**src/shared/seq_pkg.sv**
```systemverilog
package seq_pkg;

  // Clock and timing
  localparam int CLK_PERIOD_NS     = 4;
  localparam int WAKE_TIME_US      = 150;
  localparam int LOWPWR_LIMIT_MS   = 200;
  localparam int PAUSE_TIME_S      = 1;
  localparam int OCP_SHORT_MS      = 2;
  localparam int OCP_LONG_MS       = 50;
  localparam int BOOT_CHARGE_NS    = 2000;

  localparam int WAKE_CYCLES       =
    (WAKE_TIME_US * 1000 + CLK_PERIOD_NS - 1) / CLK_PERIOD_NS;
  localparam int LOWPWR_CYCLES     =
    (LOWPWR_LIMIT_MS * 1000000 + CLK_PERIOD_NS - 1) / CLK_PERIOD_NS;
  localparam int PAUSE_CYCLES      =
    (PAUSE_TIME_S * 1000000000 + CLK_PERIOD_NS - 1) / CLK_PERIOD_NS;
  localparam int OCP_SHORT_CYCLES  =
    (OCP_SHORT_MS * 1000000 + CLK_PERIOD_NS - 1) / CLK_PERIOD_NS;
  localparam int OCP_LONG_CYCLES   =
    (OCP_LONG_MS * 1000000 + CLK_PERIOD_NS - 1) / CLK_PERIOD_NS;
  localparam int BOOT_CYCLES       =
    (BOOT_CHARGE_NS + CLK_PERIOD_NS - 1) / CLK_PERIOD_NS;

  localparam int TIMER_W           = 28;
  localparam int OCP_W             = 24;
  localparam int SYNC_STAGES       = 2;

  // Register map (byte addresses)
  localparam int ADDR_W            = 8;
  localparam logic [7:0] ADDR_CTRL       = 8'h00;
  localparam logic [7:0] ADDR_STATUS     = 8'h04;
  localparam logic [7:0] ADDR_INT_STATUS = 8'h08;
  localparam logic [7:0] ADDR_INT_MASK   = 8'h0c;

  // Field positions
  localparam int CTRL_SW_FAULT     = 0;
  localparam int STATUS_STATE_LSB  = 0;
  localparam int STATUS_FLAGS_LSB  = 8;
  localparam int STATUS_OCP_SHORT  = 20;
  localparam int STATUS_OCP_LONG   = 21;
  localparam int STATUS_FAST_LSB   = 22;
  localparam int INT_FAULT         = 0;
  localparam int INT_RESTART       = 1;
  localparam int INT_RUN           = 2;
  localparam int INT_LOWPWR        = 3;
  localparam int INT_W             = 4;

  // Reset values
  localparam logic [31:0] CTRL_RESET     = 32'h0000_0000;
  localparam logic [3:0]  INT_MASK_RESET = 4'h0;

  typedef enum logic [2:0] {
    POWER_ON_START_STATE,
    HV_SOURCE_ON_STATE,
    HV_SOURCE_OFF_STATE,
    ANALOG_WAKEUP_STATE,
    BOOT_CHARGE_STATE,
    NORMAL_RUN_STATE,
    LOW_POWER_RUN_STATE,
    FAULT_STATE
  } seq_state_t;

  // Comparator and detector flags, all asynchronous to ref_clk
  typedef struct packed {
    logic systemReady;
    logic startSwitchingFlag;
    logic supplyRestartFlag;
    logic bulkStartFlag;
    logic bulkStopFlag;
    logic bulkOvervoltageFlag;
    logic regulatedSupplyUndervoltage;
    logic belowBurstThresholdFlag;
    logic overTemperatureFault;
    logic avgOvercurrentShortRaw;
    logic avgOvercurrentLongRaw;
  } analog_flags_t;

  localparam int FLAG_W = $bits(analog_flags_t);

  // Fast faults from the waveform generator, same clock
  typedef struct packed {
    logic outputOvervoltageFault;
    logic peakOvercurrentFault;
  } fast_faults_t;

  typedef struct packed {
    logic generatorEnable;
    logic regulatedSupplyEnable;
    logic softStartEnable;
    logic hvSourceEnable;
    logic lowSideOn;
  } enables_t;

endpackage : seq_pkg

```
**src/verilog/flag_sync.sv**
```systemverilog
`timescale 1ns/1ps
module flag_sync #(
  parameter int W = 1
) (
  input  wire logic         ref_clk,
  input  wire logic         srst,
  input  wire logic [W-1:0] din,
  output logic      [W-1:0] dout
);

  logic [W-1:0] stage1Reg;
  logic [W-1:0] stage2Reg;

  genvar i;
  generate
    for (i = 0; i < W; i++) begin : g_bit
      always_ff @(posedge ref_clk) begin
        if (srst) begin
          stage1Reg[i] <= 1'b0;
          stage2Reg[i] <= 1'b0;
        end else begin
          stage1Reg[i] <= din[i];
          stage2Reg[i] <= stage1Reg[i];
        end
      end
    end
  endgenerate

  assign dout = stage2Reg;

endmodule : flag_sync

```
**src/verilog/system_state_fault_sequencer.sv**
```systemverilog
// Behaviour
// - Reset enters power-on start: source enable on, other enables off.
// - Power-on start is left when system ready (trim load done), or to fault on over-temperature.
// - Source-on state: source enable on, generator, supply, soft start off.
// - Start-switching 1 and restart 0 go source-off: source off, supply on.
// - Bulk start and no bulk faults enter wake-up, held there 150us.
// - Wake-up exit also needs below-burst flag 0 with the same bulk terms.
// - Boot charge drives low side on for fixed time, leaves when done.
// - Run state: generator, supply, soft start on; source enable off.
// - Below-burst 1 enters low_power_run_state, 0 returns; enables as run.
// - Below-burst held beyond 200ms in low_power_run_state causes a fault.
// - Fault state drops all enables, waits 1s, then restarts sequence.
// - Listed faults end active states; start-up honours temperature, bulk OV.
// - Average overcurrent faults qualified by 2ms and 50ms timers.
// - Overvoltage and peak overcurrent arrive pre-processed as fast faults.
`timescale 1ns/1ps
module system_state_fault_sequencer #(
  parameter int unsigned WAKE_CYCLES      = seq_pkg::WAKE_CYCLES,
  parameter int unsigned LOWPWR_CYCLES    = seq_pkg::LOWPWR_CYCLES,
  parameter int unsigned PAUSE_CYCLES     = seq_pkg::PAUSE_CYCLES,
  parameter int unsigned OCP_SHORT_CYCLES = seq_pkg::OCP_SHORT_CYCLES,
  parameter int unsigned OCP_LONG_CYCLES  = seq_pkg::OCP_LONG_CYCLES
) (
  input  wire logic                  ref_clk,
  input  wire logic                  srst,
  input  wire logic                  psel,
  input  wire logic                  penable,
  input  wire logic                  pwrite,
  input  wire logic [7:0]            paddr,
  input  wire logic [31:0]           pwdata,
  output logic      [31:0]           prdata,
  output logic                       pready,
  output logic                       pslverr,
  input  wire seq_pkg::analog_flags_t analogFlags,
  input  wire seq_pkg::fast_faults_t  fastFaults,
  output logic                       generatorEnable,
  output logic                       regulatedSupplyEnable,
  output logic                       softStartEnable,
  output logic                       hvSourceEnable,
  output logic                       lowSideOn,
  output logic [2:0]                 stateCode,
  output logic                       irq
);

  localparam int TW = seq_pkg::TIMER_W;
  localparam int OW = seq_pkg::OCP_W;
  localparam int IW = seq_pkg::INT_W;

  localparam logic [TW-1:0] WAKE_LAST   = TW'(WAKE_CYCLES - 1);
  localparam logic [TW-1:0] BOOT_LAST   = TW'(seq_pkg::BOOT_CYCLES - 1);
  localparam logic [TW-1:0] PAUSE_LAST  = TW'(PAUSE_CYCLES - 1);
  localparam logic [TW-1:0] LOWPWR_LIM  = TW'(LOWPWR_CYCLES);
  localparam logic [OW-1:0] OCP_S_LIM   = OW'(OCP_SHORT_CYCLES);
  localparam logic [OW-1:0] OCP_L_LIM   = OW'(OCP_LONG_CYCLES);

  // Flag synchronisers
  logic [seq_pkg::FLAG_W-1:0] flagBits;
  seq_pkg::analog_flags_t     flags;

  flag_sync #(
    .W (seq_pkg::FLAG_W)
  ) u_flag_sync (
    .ref_clk (ref_clk),
    .srst    (srst),
    .din     (analogFlags),
    .dout    (flagBits)
  );

  assign flags = seq_pkg::analog_flags_t'(flagBits);

  // State and timers
  seq_pkg::seq_state_t stateReg;
  seq_pkg::seq_state_t stateNext;
  logic [TW-1:0]       timerReg;
  logic [TW-1:0]       timerNext;
  logic [OW-1:0]       ocpShortCntReg;
  logic [OW-1:0]       ocpLongCntReg;
  seq_pkg::enables_t   enReg;
  seq_pkg::enables_t   enNext;

  // Register file
  logic [31:0]   ctrlReg;
  logic [IW-1:0] intStatusReg;
  logic [IW-1:0] intStatusNext;
  logic [IW-1:0] intMaskReg;
  logic [IW-1:0] intSet;
  logic [IW-1:0] intClr;
  logic [31:0]   prdataReg;
  logic          preadyReg;
  logic          pslverrReg;
  logic          irqReg;

  // Condition decode
  logic bulkReady;
  logic burstReady;
  logic ocpShortExpired;
  logic ocpLongExpired;
  logic fastFault;
  logic activeFault;
  logic startupFault;
  logic restartReq;
  logic swFault;
  logic wakeDone;
  logic bootDone;
  logic pauseDone;
  logic lowPwrTimeout;
  logic stateChange;

  assign swFault    = ctrlReg[seq_pkg::CTRL_SW_FAULT];
  assign bulkReady  = flags.bulkStartFlag
                    & ~flags.bulkStopFlag
                    & ~flags.bulkOvervoltageFlag
                    & ~flags.regulatedSupplyUndervoltage;
  assign burstReady = bulkReady
                    & ~flags.belowBurstThresholdFlag;

  assign ocpShortExpired = (ocpShortCntReg == OCP_S_LIM);
  assign ocpLongExpired  = (ocpLongCntReg == OCP_L_LIM);

  // Fast faults are already qualified by the generator, so no sync here
  assign fastFault = fastFaults.outputOvervoltageFault
                   | fastFaults.peakOvercurrentFault;

  assign activeFault = flags.overTemperatureFault
                     | flags.bulkOvervoltageFlag
                     | flags.bulkStopFlag
                     | fastFault
                     | ocpShortExpired
                     | ocpLongExpired
                     | flags.regulatedSupplyUndervoltage
                     | swFault;
  assign startupFault = flags.overTemperatureFault
                      | flags.bulkOvervoltageFlag;
  assign restartReq   = flags.supplyRestartFlag;

  assign wakeDone      = (timerReg >= WAKE_LAST);
  assign bootDone      = (timerReg >= BOOT_LAST);
  assign pauseDone     = (timerReg >= PAUSE_LAST);
  assign lowPwrTimeout = (timerReg >= LOWPWR_LIM);
  assign stateChange   = (stateNext != stateReg);

  // Next-state logic; faults take priority over restart and progress
  always_comb begin
    stateNext = stateReg;
    case (stateReg)
      seq_pkg::POWER_ON_START_STATE: begin
        if (flags.overTemperatureFault) begin
          stateNext = seq_pkg::FAULT_STATE;
        end else if (flags.systemReady) begin
          stateNext = seq_pkg::HV_SOURCE_ON_STATE;
        end
      end
      seq_pkg::HV_SOURCE_ON_STATE: begin
        if (startupFault) begin
          stateNext = seq_pkg::FAULT_STATE;
        end else if (flags.startSwitchingFlag &&
                     !flags.supplyRestartFlag) begin
          stateNext = seq_pkg::HV_SOURCE_OFF_STATE;
        end
      end
      seq_pkg::HV_SOURCE_OFF_STATE: begin
        if (startupFault) begin
          stateNext = seq_pkg::FAULT_STATE;
        end else if (restartReq) begin
          stateNext = seq_pkg::HV_SOURCE_ON_STATE;
        end else if (bulkReady) begin
          stateNext = seq_pkg::ANALOG_WAKEUP_STATE;
        end
      end
      seq_pkg::ANALOG_WAKEUP_STATE: begin
        if (activeFault) begin
          stateNext = seq_pkg::FAULT_STATE;
        end else if (restartReq) begin
          stateNext = seq_pkg::HV_SOURCE_ON_STATE;
        end else if (wakeDone && burstReady) begin
          stateNext = seq_pkg::BOOT_CHARGE_STATE;
        end
      end
      seq_pkg::BOOT_CHARGE_STATE: begin
        if (activeFault) begin
          stateNext = seq_pkg::FAULT_STATE;
        end else if (restartReq) begin
          stateNext = seq_pkg::HV_SOURCE_ON_STATE;
        end else if (bootDone) begin
          stateNext = seq_pkg::NORMAL_RUN_STATE;
        end
      end
      seq_pkg::NORMAL_RUN_STATE: begin
        if (activeFault) begin
          stateNext = seq_pkg::FAULT_STATE;
        end else if (restartReq) begin
          stateNext = seq_pkg::HV_SOURCE_ON_STATE;
        end else if (flags.belowBurstThresholdFlag) begin
          stateNext = seq_pkg::LOW_POWER_RUN_STATE;
        end
      end
      seq_pkg::LOW_POWER_RUN_STATE: begin
        if (activeFault || lowPwrTimeout) begin
          stateNext = seq_pkg::FAULT_STATE;
        end else if (restartReq) begin
          stateNext = seq_pkg::HV_SOURCE_ON_STATE;
        end else if (!flags.belowBurstThresholdFlag) begin
          stateNext = seq_pkg::NORMAL_RUN_STATE;
        end
      end
      seq_pkg::FAULT_STATE: begin
        if (pauseDone) begin
          stateNext = seq_pkg::HV_SOURCE_ON_STATE;
        end
      end
      default: begin
        stateNext = seq_pkg::POWER_ON_START_STATE;
      end
    endcase
  end

  // Dwell timer restarts on each state change
  assign timerNext = stateChange ? '0 :
                     ((&timerReg) ? timerReg : timerReg + TW'(1));

  // Enables follow the next state so they change with the state register
  always_comb begin
    enNext = '0;
    case (stateNext)
      seq_pkg::POWER_ON_START_STATE: begin
        enNext.hvSourceEnable = 1'b1;
      end
      seq_pkg::HV_SOURCE_ON_STATE: begin
        enNext.hvSourceEnable = 1'b1;
      end
      seq_pkg::HV_SOURCE_OFF_STATE,
      seq_pkg::ANALOG_WAKEUP_STATE: begin
        enNext.regulatedSupplyEnable = 1'b1;
      end
      seq_pkg::BOOT_CHARGE_STATE: begin
        enNext.regulatedSupplyEnable = 1'b1;
        enNext.lowSideOn             = 1'b1;
      end
      seq_pkg::NORMAL_RUN_STATE,
      seq_pkg::LOW_POWER_RUN_STATE: begin
        enNext.generatorEnable       = 1'b1;
        enNext.regulatedSupplyEnable = 1'b1;
        enNext.softStartEnable       = 1'b1;
      end
      seq_pkg::FAULT_STATE: begin
        enNext = '0;
      end
      default: begin
        enNext = '0;
      end
    endcase
  end

  always_ff @(posedge ref_clk) begin
    if (srst) begin
      stateReg <= seq_pkg::POWER_ON_START_STATE;
      timerReg <= '0;
      enReg    <= '{hvSourceEnable: 1'b1, default: 1'b0};
    end else begin
      stateReg <= stateNext;
      timerReg <= timerNext;
      enReg    <= enNext;
    end
  end

  // Average overcurrent qualifiers: count while raw flag holds, saturate
  always_ff @(posedge ref_clk) begin
    if (srst) begin
      ocpShortCntReg <= '0;
      ocpLongCntReg  <= '0;
    end else begin
      if (!flags.avgOvercurrentShortRaw) begin
        ocpShortCntReg <= '0;
      end else if (!ocpShortExpired) begin
        ocpShortCntReg <= ocpShortCntReg + OW'(1);
      end
      if (!flags.avgOvercurrentLongRaw) begin
        ocpLongCntReg <= '0;
      end else if (!ocpLongExpired) begin
        ocpLongCntReg <= ocpLongCntReg + OW'(1);
      end
    end
  end

  // APB slave: one wait state, writes land on the completing edge
  logic        apbAccess;
  logic        apbDone;
  logic        wrStrobe;
  logic        hitCtrl;
  logic        hitStatus;
  logic        hitIntStatus;
  logic        hitIntMask;
  logic        addrHit;
  logic [31:0] statusWord;
  logic [31:0] readMux;

  assign apbAccess    = psel & penable & ~preadyReg;
  assign apbDone      = psel & penable & preadyReg;
  assign wrStrobe     = apbDone & pwrite & ~pslverrReg;
  assign hitCtrl      = (paddr == seq_pkg::ADDR_CTRL);
  assign hitStatus    = (paddr == seq_pkg::ADDR_STATUS);
  assign hitIntStatus = (paddr == seq_pkg::ADDR_INT_STATUS);
  assign hitIntMask   = (paddr == seq_pkg::ADDR_INT_MASK);
  assign addrHit      = hitCtrl | hitStatus | hitIntStatus | hitIntMask;

  assign statusWord = {8'h00,
                       fastFaults,
                       ocpLongExpired,
                       ocpShortExpired,
                       1'b0,
                       flags,
                       5'h00,
                       stateReg};

  assign readMux = hitCtrl      ? ctrlReg :
                   hitStatus    ? statusWord :
                   hitIntStatus ? {28'h0000000, intStatusReg} :
                   hitIntMask   ? {28'h0000000, intMaskReg} :
                   32'h0000_0000;

  always_ff @(posedge ref_clk) begin
    if (srst) begin
      preadyReg  <= 1'b0;
      pslverrReg <= 1'b0;
      prdataReg  <= '0;
    end else begin
      preadyReg  <= apbAccess;
      pslverrReg <= apbAccess & ~addrHit;
      if (apbAccess) begin
        prdataReg <= pwrite ? 32'h0000_0000 : readMux;
      end
    end
  end

  always_ff @(posedge ref_clk) begin
    if (srst) begin
      ctrlReg    <= seq_pkg::CTRL_RESET;
      intMaskReg <= seq_pkg::INT_MASK_RESET;
    end else if (wrStrobe) begin
      if (hitCtrl) begin
        ctrlReg <= {31'h00000000, pwdata[seq_pkg::CTRL_SW_FAULT]};
      end
      if (hitIntMask) begin
        intMaskReg <= pwdata[IW-1:0];
      end
    end
  end

  // Sticky events; a set in the clearing cycle wins
  always_comb begin
    intSet = '0;
    if (stateChange) begin
      intSet[seq_pkg::INT_FAULT]   =
        (stateNext == seq_pkg::FAULT_STATE);
      intSet[seq_pkg::INT_RESTART] =
        (stateNext == seq_pkg::HV_SOURCE_ON_STATE);
      intSet[seq_pkg::INT_RUN]     =
        (stateNext == seq_pkg::NORMAL_RUN_STATE);
      intSet[seq_pkg::INT_LOWPWR]  =
        (stateNext == seq_pkg::LOW_POWER_RUN_STATE);
    end
  end

  assign intClr        = (wrStrobe && hitIntStatus) ? pwdata[IW-1:0] : '0;
  assign intStatusNext = (intStatusReg & ~intClr) | intSet;

  always_ff @(posedge ref_clk) begin
    if (srst) begin
      intStatusReg <= '0;
      irqReg       <= 1'b0;
    end else begin
      intStatusReg <= intStatusNext;
      irqReg       <= |(intStatusNext & intMaskReg);
    end
  end

  // Outputs
  assign prdata                = prdataReg;
  assign pready                = preadyReg;
  assign pslverr               = pslverrReg;
  assign generatorEnable       = enReg.generatorEnable;
  assign regulatedSupplyEnable = enReg.regulatedSupplyEnable;
  assign softStartEnable       = enReg.softStartEnable;
  assign hvSourceEnable        = enReg.hvSourceEnable;
  assign lowSideOn             = enReg.lowSideOn;
  assign stateCode             = stateReg;
  assign irq                   = irqReg;

endmodule : system_state_fault_sequencer
```
**config.mk**
```make
export PLATFORM = sky130hd
export DESIGN_NAME = system_state_fault_sequencer
export DESIGN_NICKNAME = d
export VERILOG_FILES = /design/src/shared/seq_pkg.sv /design/src/verilog/flag_sync.sv /design/src/verilog/system_state_fault_sequencer.sv
export SDC_FILE = /design/constraint.sdc
export NUM_CORES = 1
export LEC_CHECK = 0
export BUFFER_PORTS_ARGS = -buffer_cell sky130_fd_sc_hd__buf_2
export CAP_MARGIN = 10
export CORE_MARGIN = 4
export CORE_UTILIZATION = 55
export DETAILED_ROUTE_END_ITERATION = 10
export HOLD_SLACK_MARGIN = 0.02
export PLACE_DENSITY = 0.78
export SETUP_SLACK_MARGIN = 0.02
export SLEW_MARGIN = 15
export SYNTH_ARGS = -nofsm -noshare
export SYNTH_HDL_FRONTEND = slang
export SYNTH_SLANG_ARGS = --single-unit
export TNS_END_PERCENT = 10
```
**constraint.sdc**
```tcl
create_clock -name ref_clk -period 4.02 [get_ports ref_clk]
set_clock_uncertainty 0.15 [all_clocks]
set_input_delay 0.603 -clock ref_clk [delete_from_list [all_inputs] [get_ports ref_clk]]
set_output_delay 0.603 -clock ref_clk [all_outputs]
set_load 0.005 [all_outputs]
```
; After elaboration in Yosys (flattened, before gate mapping)
; Cells that the tools add are included.
; Widths: inputs -> output; s select.
[totals]
ff_bits = 149
out_inout_bits = 43
[op_classes]
n_addsub = 3
order_cmp = 4
eq_ne = 20
mux = 32
n_bitwise = 34
n_reduce_logical = 18
[ops]
columns = cell, count
row1 = $mux 24, 3
row2 = $mux 3, 20
row3 = $add 24x1->24 const B, 2
row4 = $add 28x1->28 const B, 1
row5 = $ge 28x16->1 const B, 1
row6 = $ge 28x26->1 const B, 1
row7 = $ge 28x28->1 const B, 1
row8 = $ge 28x9->1 const B, 1
row9 = $reduce_and 28->1, 1
row10 = $eq 24x19->1 const B, 1
row11 = $eq 24x24->1 const B, 1
row12 = $eq 3x3->1 const B, 8
row13 = $pmux 3 s8, 1
row14 = $eq 8x4->1 const B, 2
row15 = $mux 4, 4
row16 = $eq 3x2->1 const B, 4
row17 = $or 1x1->1, 11
row18 = $and 1x1->1, 10
row19 = $reduce_or 2->1, 5
row20 = $not 1->1, 9
row21 = $and 4x4->4, 2
row22 = $eq 8x3->1 const B, 1
row23 = $logic_not 8->1, 1
row24 = $eq 3x1->1 const B, 2
row25 = other kinds (11), 18

; Depth between registers and ports, before layout
[logic_depth]
ltp_word = 15
depth_mapped = 14

; By module
; A second synthesis with hierarchy kept.
[hier_totals]
cells_unflattened = 743
area_unflattened_um2 = 6394.9
[modules_own_cells]
columns = module, instances, cells_per_inst, area_per_inst_um2, seq_area_each_um2
row1 = system_state_fault_sequencer, 1, 697, 5754.3, 2282.2
row2 = flag_sync, 1, 46, 640.6, 440.4

; Worst setup path before layout
; Ideal clock, no wire load.
[synth_timing]
kind = flip-flop to flip-flop
from = register u_flag_sync.stage2Reg[2] (netlist: u_flag_sync.dout[2])
to = register timerReg[20]
arrival_time_ns = 3.151
required_time_ns = 3.808
setup_slack_ns = 0.658
stages_incl_launch_ff = 14
path_buffers = 4
synth_period_minus_slack_ns = 3.362
cell_sequence = dfxtp_1 -> buf_6 -> or4_4 -> nor4_4 -> o31ai_2 -> or4b_1 -> a21oi_1 -> a221oi_1 -> or4_1 -> clkbuf_2 -> or2_1 -> buf_6 -> buf_12 -> nor2_2
[synth_between]
elab_chain_cells = 12
word_cells_on_any_way = 18
classes_between = 1 x eq/ne / 8 x mux / 7 x bitwise / 2 x reduce/logical
[synth_lines]
columns = element, line
row1 = from (decl), flag_sync.sv:12  ; logic [W-1:0] stage2Reg;
row2 = "from (signal, indexed assignment)", flag_sync.sv:23  ; stage2Reg[i] <= stage1Reg[i];
row3 = $or 1x1->1, "system_state_fault_sequencer.sv:125, system_state_fault_sequencer.sv:133"
row4 = $or 1x1->1, system_state_fault_sequencer.sv:126  ; | flags.bulkStopFlag
row5 = $or 1x1->1, system_state_fault_sequencer.sv:127  ; | fastFault
row6 = $or 1x1->1, system_state_fault_sequencer.sv:128  ; | ocpShortExpired
row7 = $or 1x1->1, system_state_fault_sequencer.sv:129  ; | ocpLongExpired
row8 = $or 1x1->1, system_state_fault_sequencer.sv:130  ; | flags.regulatedSupplyUndervoltage
row9 = $or 1x1->1, system_state_fault_sequencer.sv:131  ; | swFault;
row10 = $logic_or 1x1->1, system_state_fault_sequencer.sv:198  ; if (activeFault || lowPwrTimeout) begin
row11 = $mux 3, system_state_fault_sequencer.sv:198
row12 = $pmux 3 s8 (*), system_state_fault_sequencer.sv:145  ; case (stateReg)
row13 = $ne 3x3->1 (*), system_state_fault_sequencer.sv:140  ; assign stateChange = (stateNext != stateReg);
row14 = $reduce_or 2->1 (no source line) (*), n/a
row15 = to (signal assigned), system_state_fault_sequencer.sv:261  ; timerReg <= timerNext;
row16 = to (decl), system_state_fault_sequencer.sv:74  ; logic [TW-1:0] timerReg;
; Every way passes the cells marked *; elsewhere a longest branch is shown, timed or not.
; A chain may end at the register's enable or synchronous reset.

; Worst setup path in the final report
[layout_timing]
from = register timerReg[7]
to = register timerReg[12]
[layout_between]
elab_chain_cells = 8
word_cells_on_any_way = 19
classes_between = 1 x add/sub / 4 x order compare / 1 x eq/ne / 9 x mux / 4 x reduce/logical
[layout_lines]
columns = element, line
row1 = $ge 28x16->1, system_state_fault_sequencer.sv:136  ; assign wakeDone = (timerReg >= WAKE_LAST);
row2 = $logic_and 1x1->1, system_state_fault_sequencer.sv:175  ; end else if (wakeDone && burstReady) begin
row3 = $mux 3, system_state_fault_sequencer.sv:175
row4 = $mux 3, system_state_fault_sequencer.sv:173  ; end else if (restartReq) begin
row5 = $mux 3, system_state_fault_sequencer.sv:171  ; if (activeFault) begin
row6 = $pmux 3 s8, system_state_fault_sequencer.sv:145
row7 = $ne 3x3->1, system_state_fault_sequencer.sv:140
row8 = $reduce_or 2->1 (no source line), n/a
; Parallel ways exist; a longest one is shown, timed or not.

==> metrics.md <==
| Metric | Value |
|---|---|
| Outcome | `finished, final reports clean` |
| Critical path origin | `timerReg[7]$_SDFFE_PP0N_` |
| Reg-to-reg startpoint | `timerReg[7]$_SDFFE_PP0N_` |
| Setup bufs post-CTS | `0` |
| DR WL/cell | `14.6 um` |
| P_sw | `1010 uW` |
| R2R Setup Slk | `0.25 ns` |
| Final worst slack | `around 0.25 ns` |
| Worst slack, placed | `0.280 ns` |
| Hold WS | `0.238 ns` |
| F_max | `~0.27 GHz` |
| Worst VDD drop | `0.355 mV` |
| Vias | `5,219` |
| CTS Buf Count | `17` |
| #FFs+latches synth | `between 100 and 150` |
| Area grow syn2layout | `14.7%` |
| Pint | `2670 uW` |
| I/O pin total | `101` |
| Global Route Usage Sum | `0.217` |
| DRC Markers | `0` |
| Yosys top cell area share | `0.426` |
| Routability cong. | `a little under 0.9` |
| Area leader, netlist | `dfxtp_1` |
| Final worst path period share | `0.939` |
| Hold crit path type | `input port to flop` |
| Most common cell after layout, fill and taps aside | `dfxtp_1` |
| Drt via density | `between 5 and 6` |
| Final TNS setup | `0 ns` |
| End-of-flow core utilization | `0.642` |
| Largest net degree at the start of global routing | `40` |
| Congestion Overflow GR | `0` |
| Deepest level of the CTS H-tree | `4` |
| Syn avg cell area | `between 8 and 9 um^2` |
| Final Net Count | `840` |
| Die height | `116 um` |
| Hold path start | `analogFlags[6]` |
| Initial Util | `0.560` |
| CP max stage cell | `or4b_1` |
| Pleak | `between 0.002 and 0.003 uW` |
| Syn Inst Count | `724` |
| Critical Path Sink Type | `flop` |
| Worst EP arrival | `3.98 ns` |
| Largest cells by area after synthesis | `dfxtp_1 43%, nor2_1 6.5%, xor2_1 5.8%` |
| First-pass DRT Iterations | `5` |
| Detailed placement HPWL | `9600 um` |
| Post-synth EDFFs | `0` |
| Critical path data required time | `4.23 ns` |
| Cell Pwr Density | `between 500 and 600 nW/um^2` |
| Layout cell share with drive strength beyond 1 | `0.170` |
| Iter 0 DRT Violations | `around 360` |
| Most frequent cells in the layout | `136 x dfxtp_1, 110 x nor2_1, 59 x buf_2` |
| Clock Sinks | `136` |
| Worst-margin pin slew | `0.922 ns` |
| Buffers from clock root to sink, at most | `2` |
| CP Cell Sequence | `or4_4 > o2111ai_2 > a31oi_1 > or4b_1 > a21oi_1 > a221oi_1 > or4_1 > or2_2 > buf_12 > nor2_1` |
| Synthesized area | `6390 um^2` |
| Ys flop type | `dfxtp_1` |
| # rows | `39` |
| WHS Path Cells | `2` |
| Clk slew on worst S/H paths | `~0.06 ns` |
| Vias in the first global route | `a little over 5,000` |
| First-pass GRT wire length | `23,500 um` |
| Final slew viol count | `0` |
| TritonCTS clock tree | `built` |
| Worst setup path class | `flop to flop` |
| Startpoint types | `flop` |
| Tot Pwr | `approximately 3700 uW` |
| Hold Crit Endpoint | `u_flag_sync.stage1Reg[6]$_SDFF_PP0_` |
| Yosys Warn Count | `0` |
| Worst r2r path cells | `10` |
| Delay of the slowest cell on the worst path | `approximately 0.57 ns` |
| Filler Cell Count | `939` |
| Clock root cell | `clkbuf_16` |
| CP max FO | `15` |
| Count of unique library cells instantiated by Yosys | `75` |
| Slew HR | `0.385` |
| Setup-failing EPs final | `0` |
| Die X | `approximately 120 um` |
| Combinational share of power | `0.158` |
| Minimum clock period | `3.77 ns` |
| Max_cap viols | `0` |
| Sequential share of power | `0.401` |
| Antenna Nets Post-Route | `0` |
| Full die area | `13,400 um^2` |
| Port Buffers | `between 50 and 60` |
| Antenna cell count | `0` |
| Clk pwr share | `0.440` |
| RSZ-0062 raised after global routing | `no` |
| Post-synthesis sequential area ratio | `0.426` |
| Reg2reg end | `timerReg[12]$_SDFFE_PP0N_` |
| Switching share of power | `0.275` |
| Initial antenna violation count | `0` |
| Final hold violation count | `0` |
| Core area | `11,400 um^2` |
| Clk Latency, worst-skew pair | `0.42 ns` |
| Post-Route WL | `13,700 um` |
| Async SR Flop Fraction | `0` |
## flip-flops by register name, indices dropped and copies added, names as in the netlist
register and cells:
timerReg 28, ocpLongCntReg 24, ocpShortCntReg 24, prdata 19
u_flag_sync.dout 11, u_flag_sync.stage1Reg 11, intMaskReg 4, intStatusReg 4
stateCode 3, ctrlReg 1, hvSourceEnable 1, irq 1
lowSideOn 1, pready 1, pslverr 1, regulatedSupplyEnable 1
softStartEnable 1
## power groups by stage
stage                     combinational (uW)  sequential, uW  clock (uW)
after floorplan                          513            1470           0
after global placement                   572            1510           0
after detailed placement                 577            1510           0
after CTS                                582            1480        1650
after global routing                     647            1490        1710
final                                    584            1480        1620
## layout make-up
cell class | instances | area [um^2] | share of cell area
multi-input combinational | 541 | 3400 | 0.464
sequential | 136 | 2720 | 0.371
clock buffer | 23 | 488 | 0.0665
timing repair buffer | 63 | 338 | 0.0461
tap | 143 | 179 | 0.0244
clock inverter | 9 | 139 | 0.0189
inverter | 17 | 63.8 | 0.00870
## cell families (layout without fill, tap and decap cells)
logic type | after synthesis | after routing | synth area share
AO/OA/AOI/OAI | 88 | 88 | 0.0975
adder cells (fa/ha/maj) | 7 | 7 | 0.0133
AND/OR/NAND/NOR | 357 | 357 | 0.304
multiplexers | 12 | 12 | 0.0209
other | 1 | 13 | 0.000587
buffers and inverters | 59 | 112 | 0.0507
XOR/XNOR | 64 | 64 | 0.0877
flip-flops | 136 | 136 | 0.426
## what timing repair did
item                       in CTS  in global routing
resized for setup               0                  2
setup endpoints to repair       0                 15
hold buffers                    0                  0
## through the flow
step,cells,cell area (um^2)
after floorplan,736,6440
final,932,7330
after global routing,932,7330
after CTS,932,7320
after detailed placement,900,6700
after global placement,900,6700
## routing by layer
| metal | vias up | GRT usage | share of wire |
|---|---|---|---|
| met3 | 23 | 0.0512 | 0.053 |
| met1 | 2464 | 0.278 | 0.45 |
| met4 | 0 | 0.0804 | 0.015 |
| met5 | - | 0 | 0 |
| li1 | 2588 | - | - |
| met2 | 144 | 0.357 | 0.49 |
## worst max-delay path, delay by kind of cell, from the launching register on
| kind | cells | cell delay, ns |
|---|---|---|
| AOI/OAI and AO/OA | 4 | 0.69 |
| buffers and inverters | 1 | 0.26 |
| DFF | 1 | 0.34 |
| and+or+nand+nor | 5 | 2.26 |
## cells in the mapped netlist (all sizes together) (15+ instances only)
master,n
a21oi,17
a22oi,15
and3,18
buf,20
clkbuf,22
dfxtp,136
inv,17
nand2,53
nand3,30
nand4,19
nor2,130
nor2b,25
o21ai,17
xnor2,22
xor2,42
## worst max-delay path by stage
stage | end | cells after the start
final | timerReg[12]$_SDFFE_PP0N_ | 10
after global routing | timerReg[14]$_SDFFE_PP0N_ | 12
after CTS | timerReg[12]$_SDFFE_PP0N_ | 10
after detailed placement | timerReg[12]$_SDFFE_PP0N_ | 10
after global placement | timerReg[13]$_SDFFE_PP0N_ | 10
after floorplan | timerReg[20]$_SDFFE_PP0N_ | 13
No activity file was read; power rests on OpenSTA's default activity.
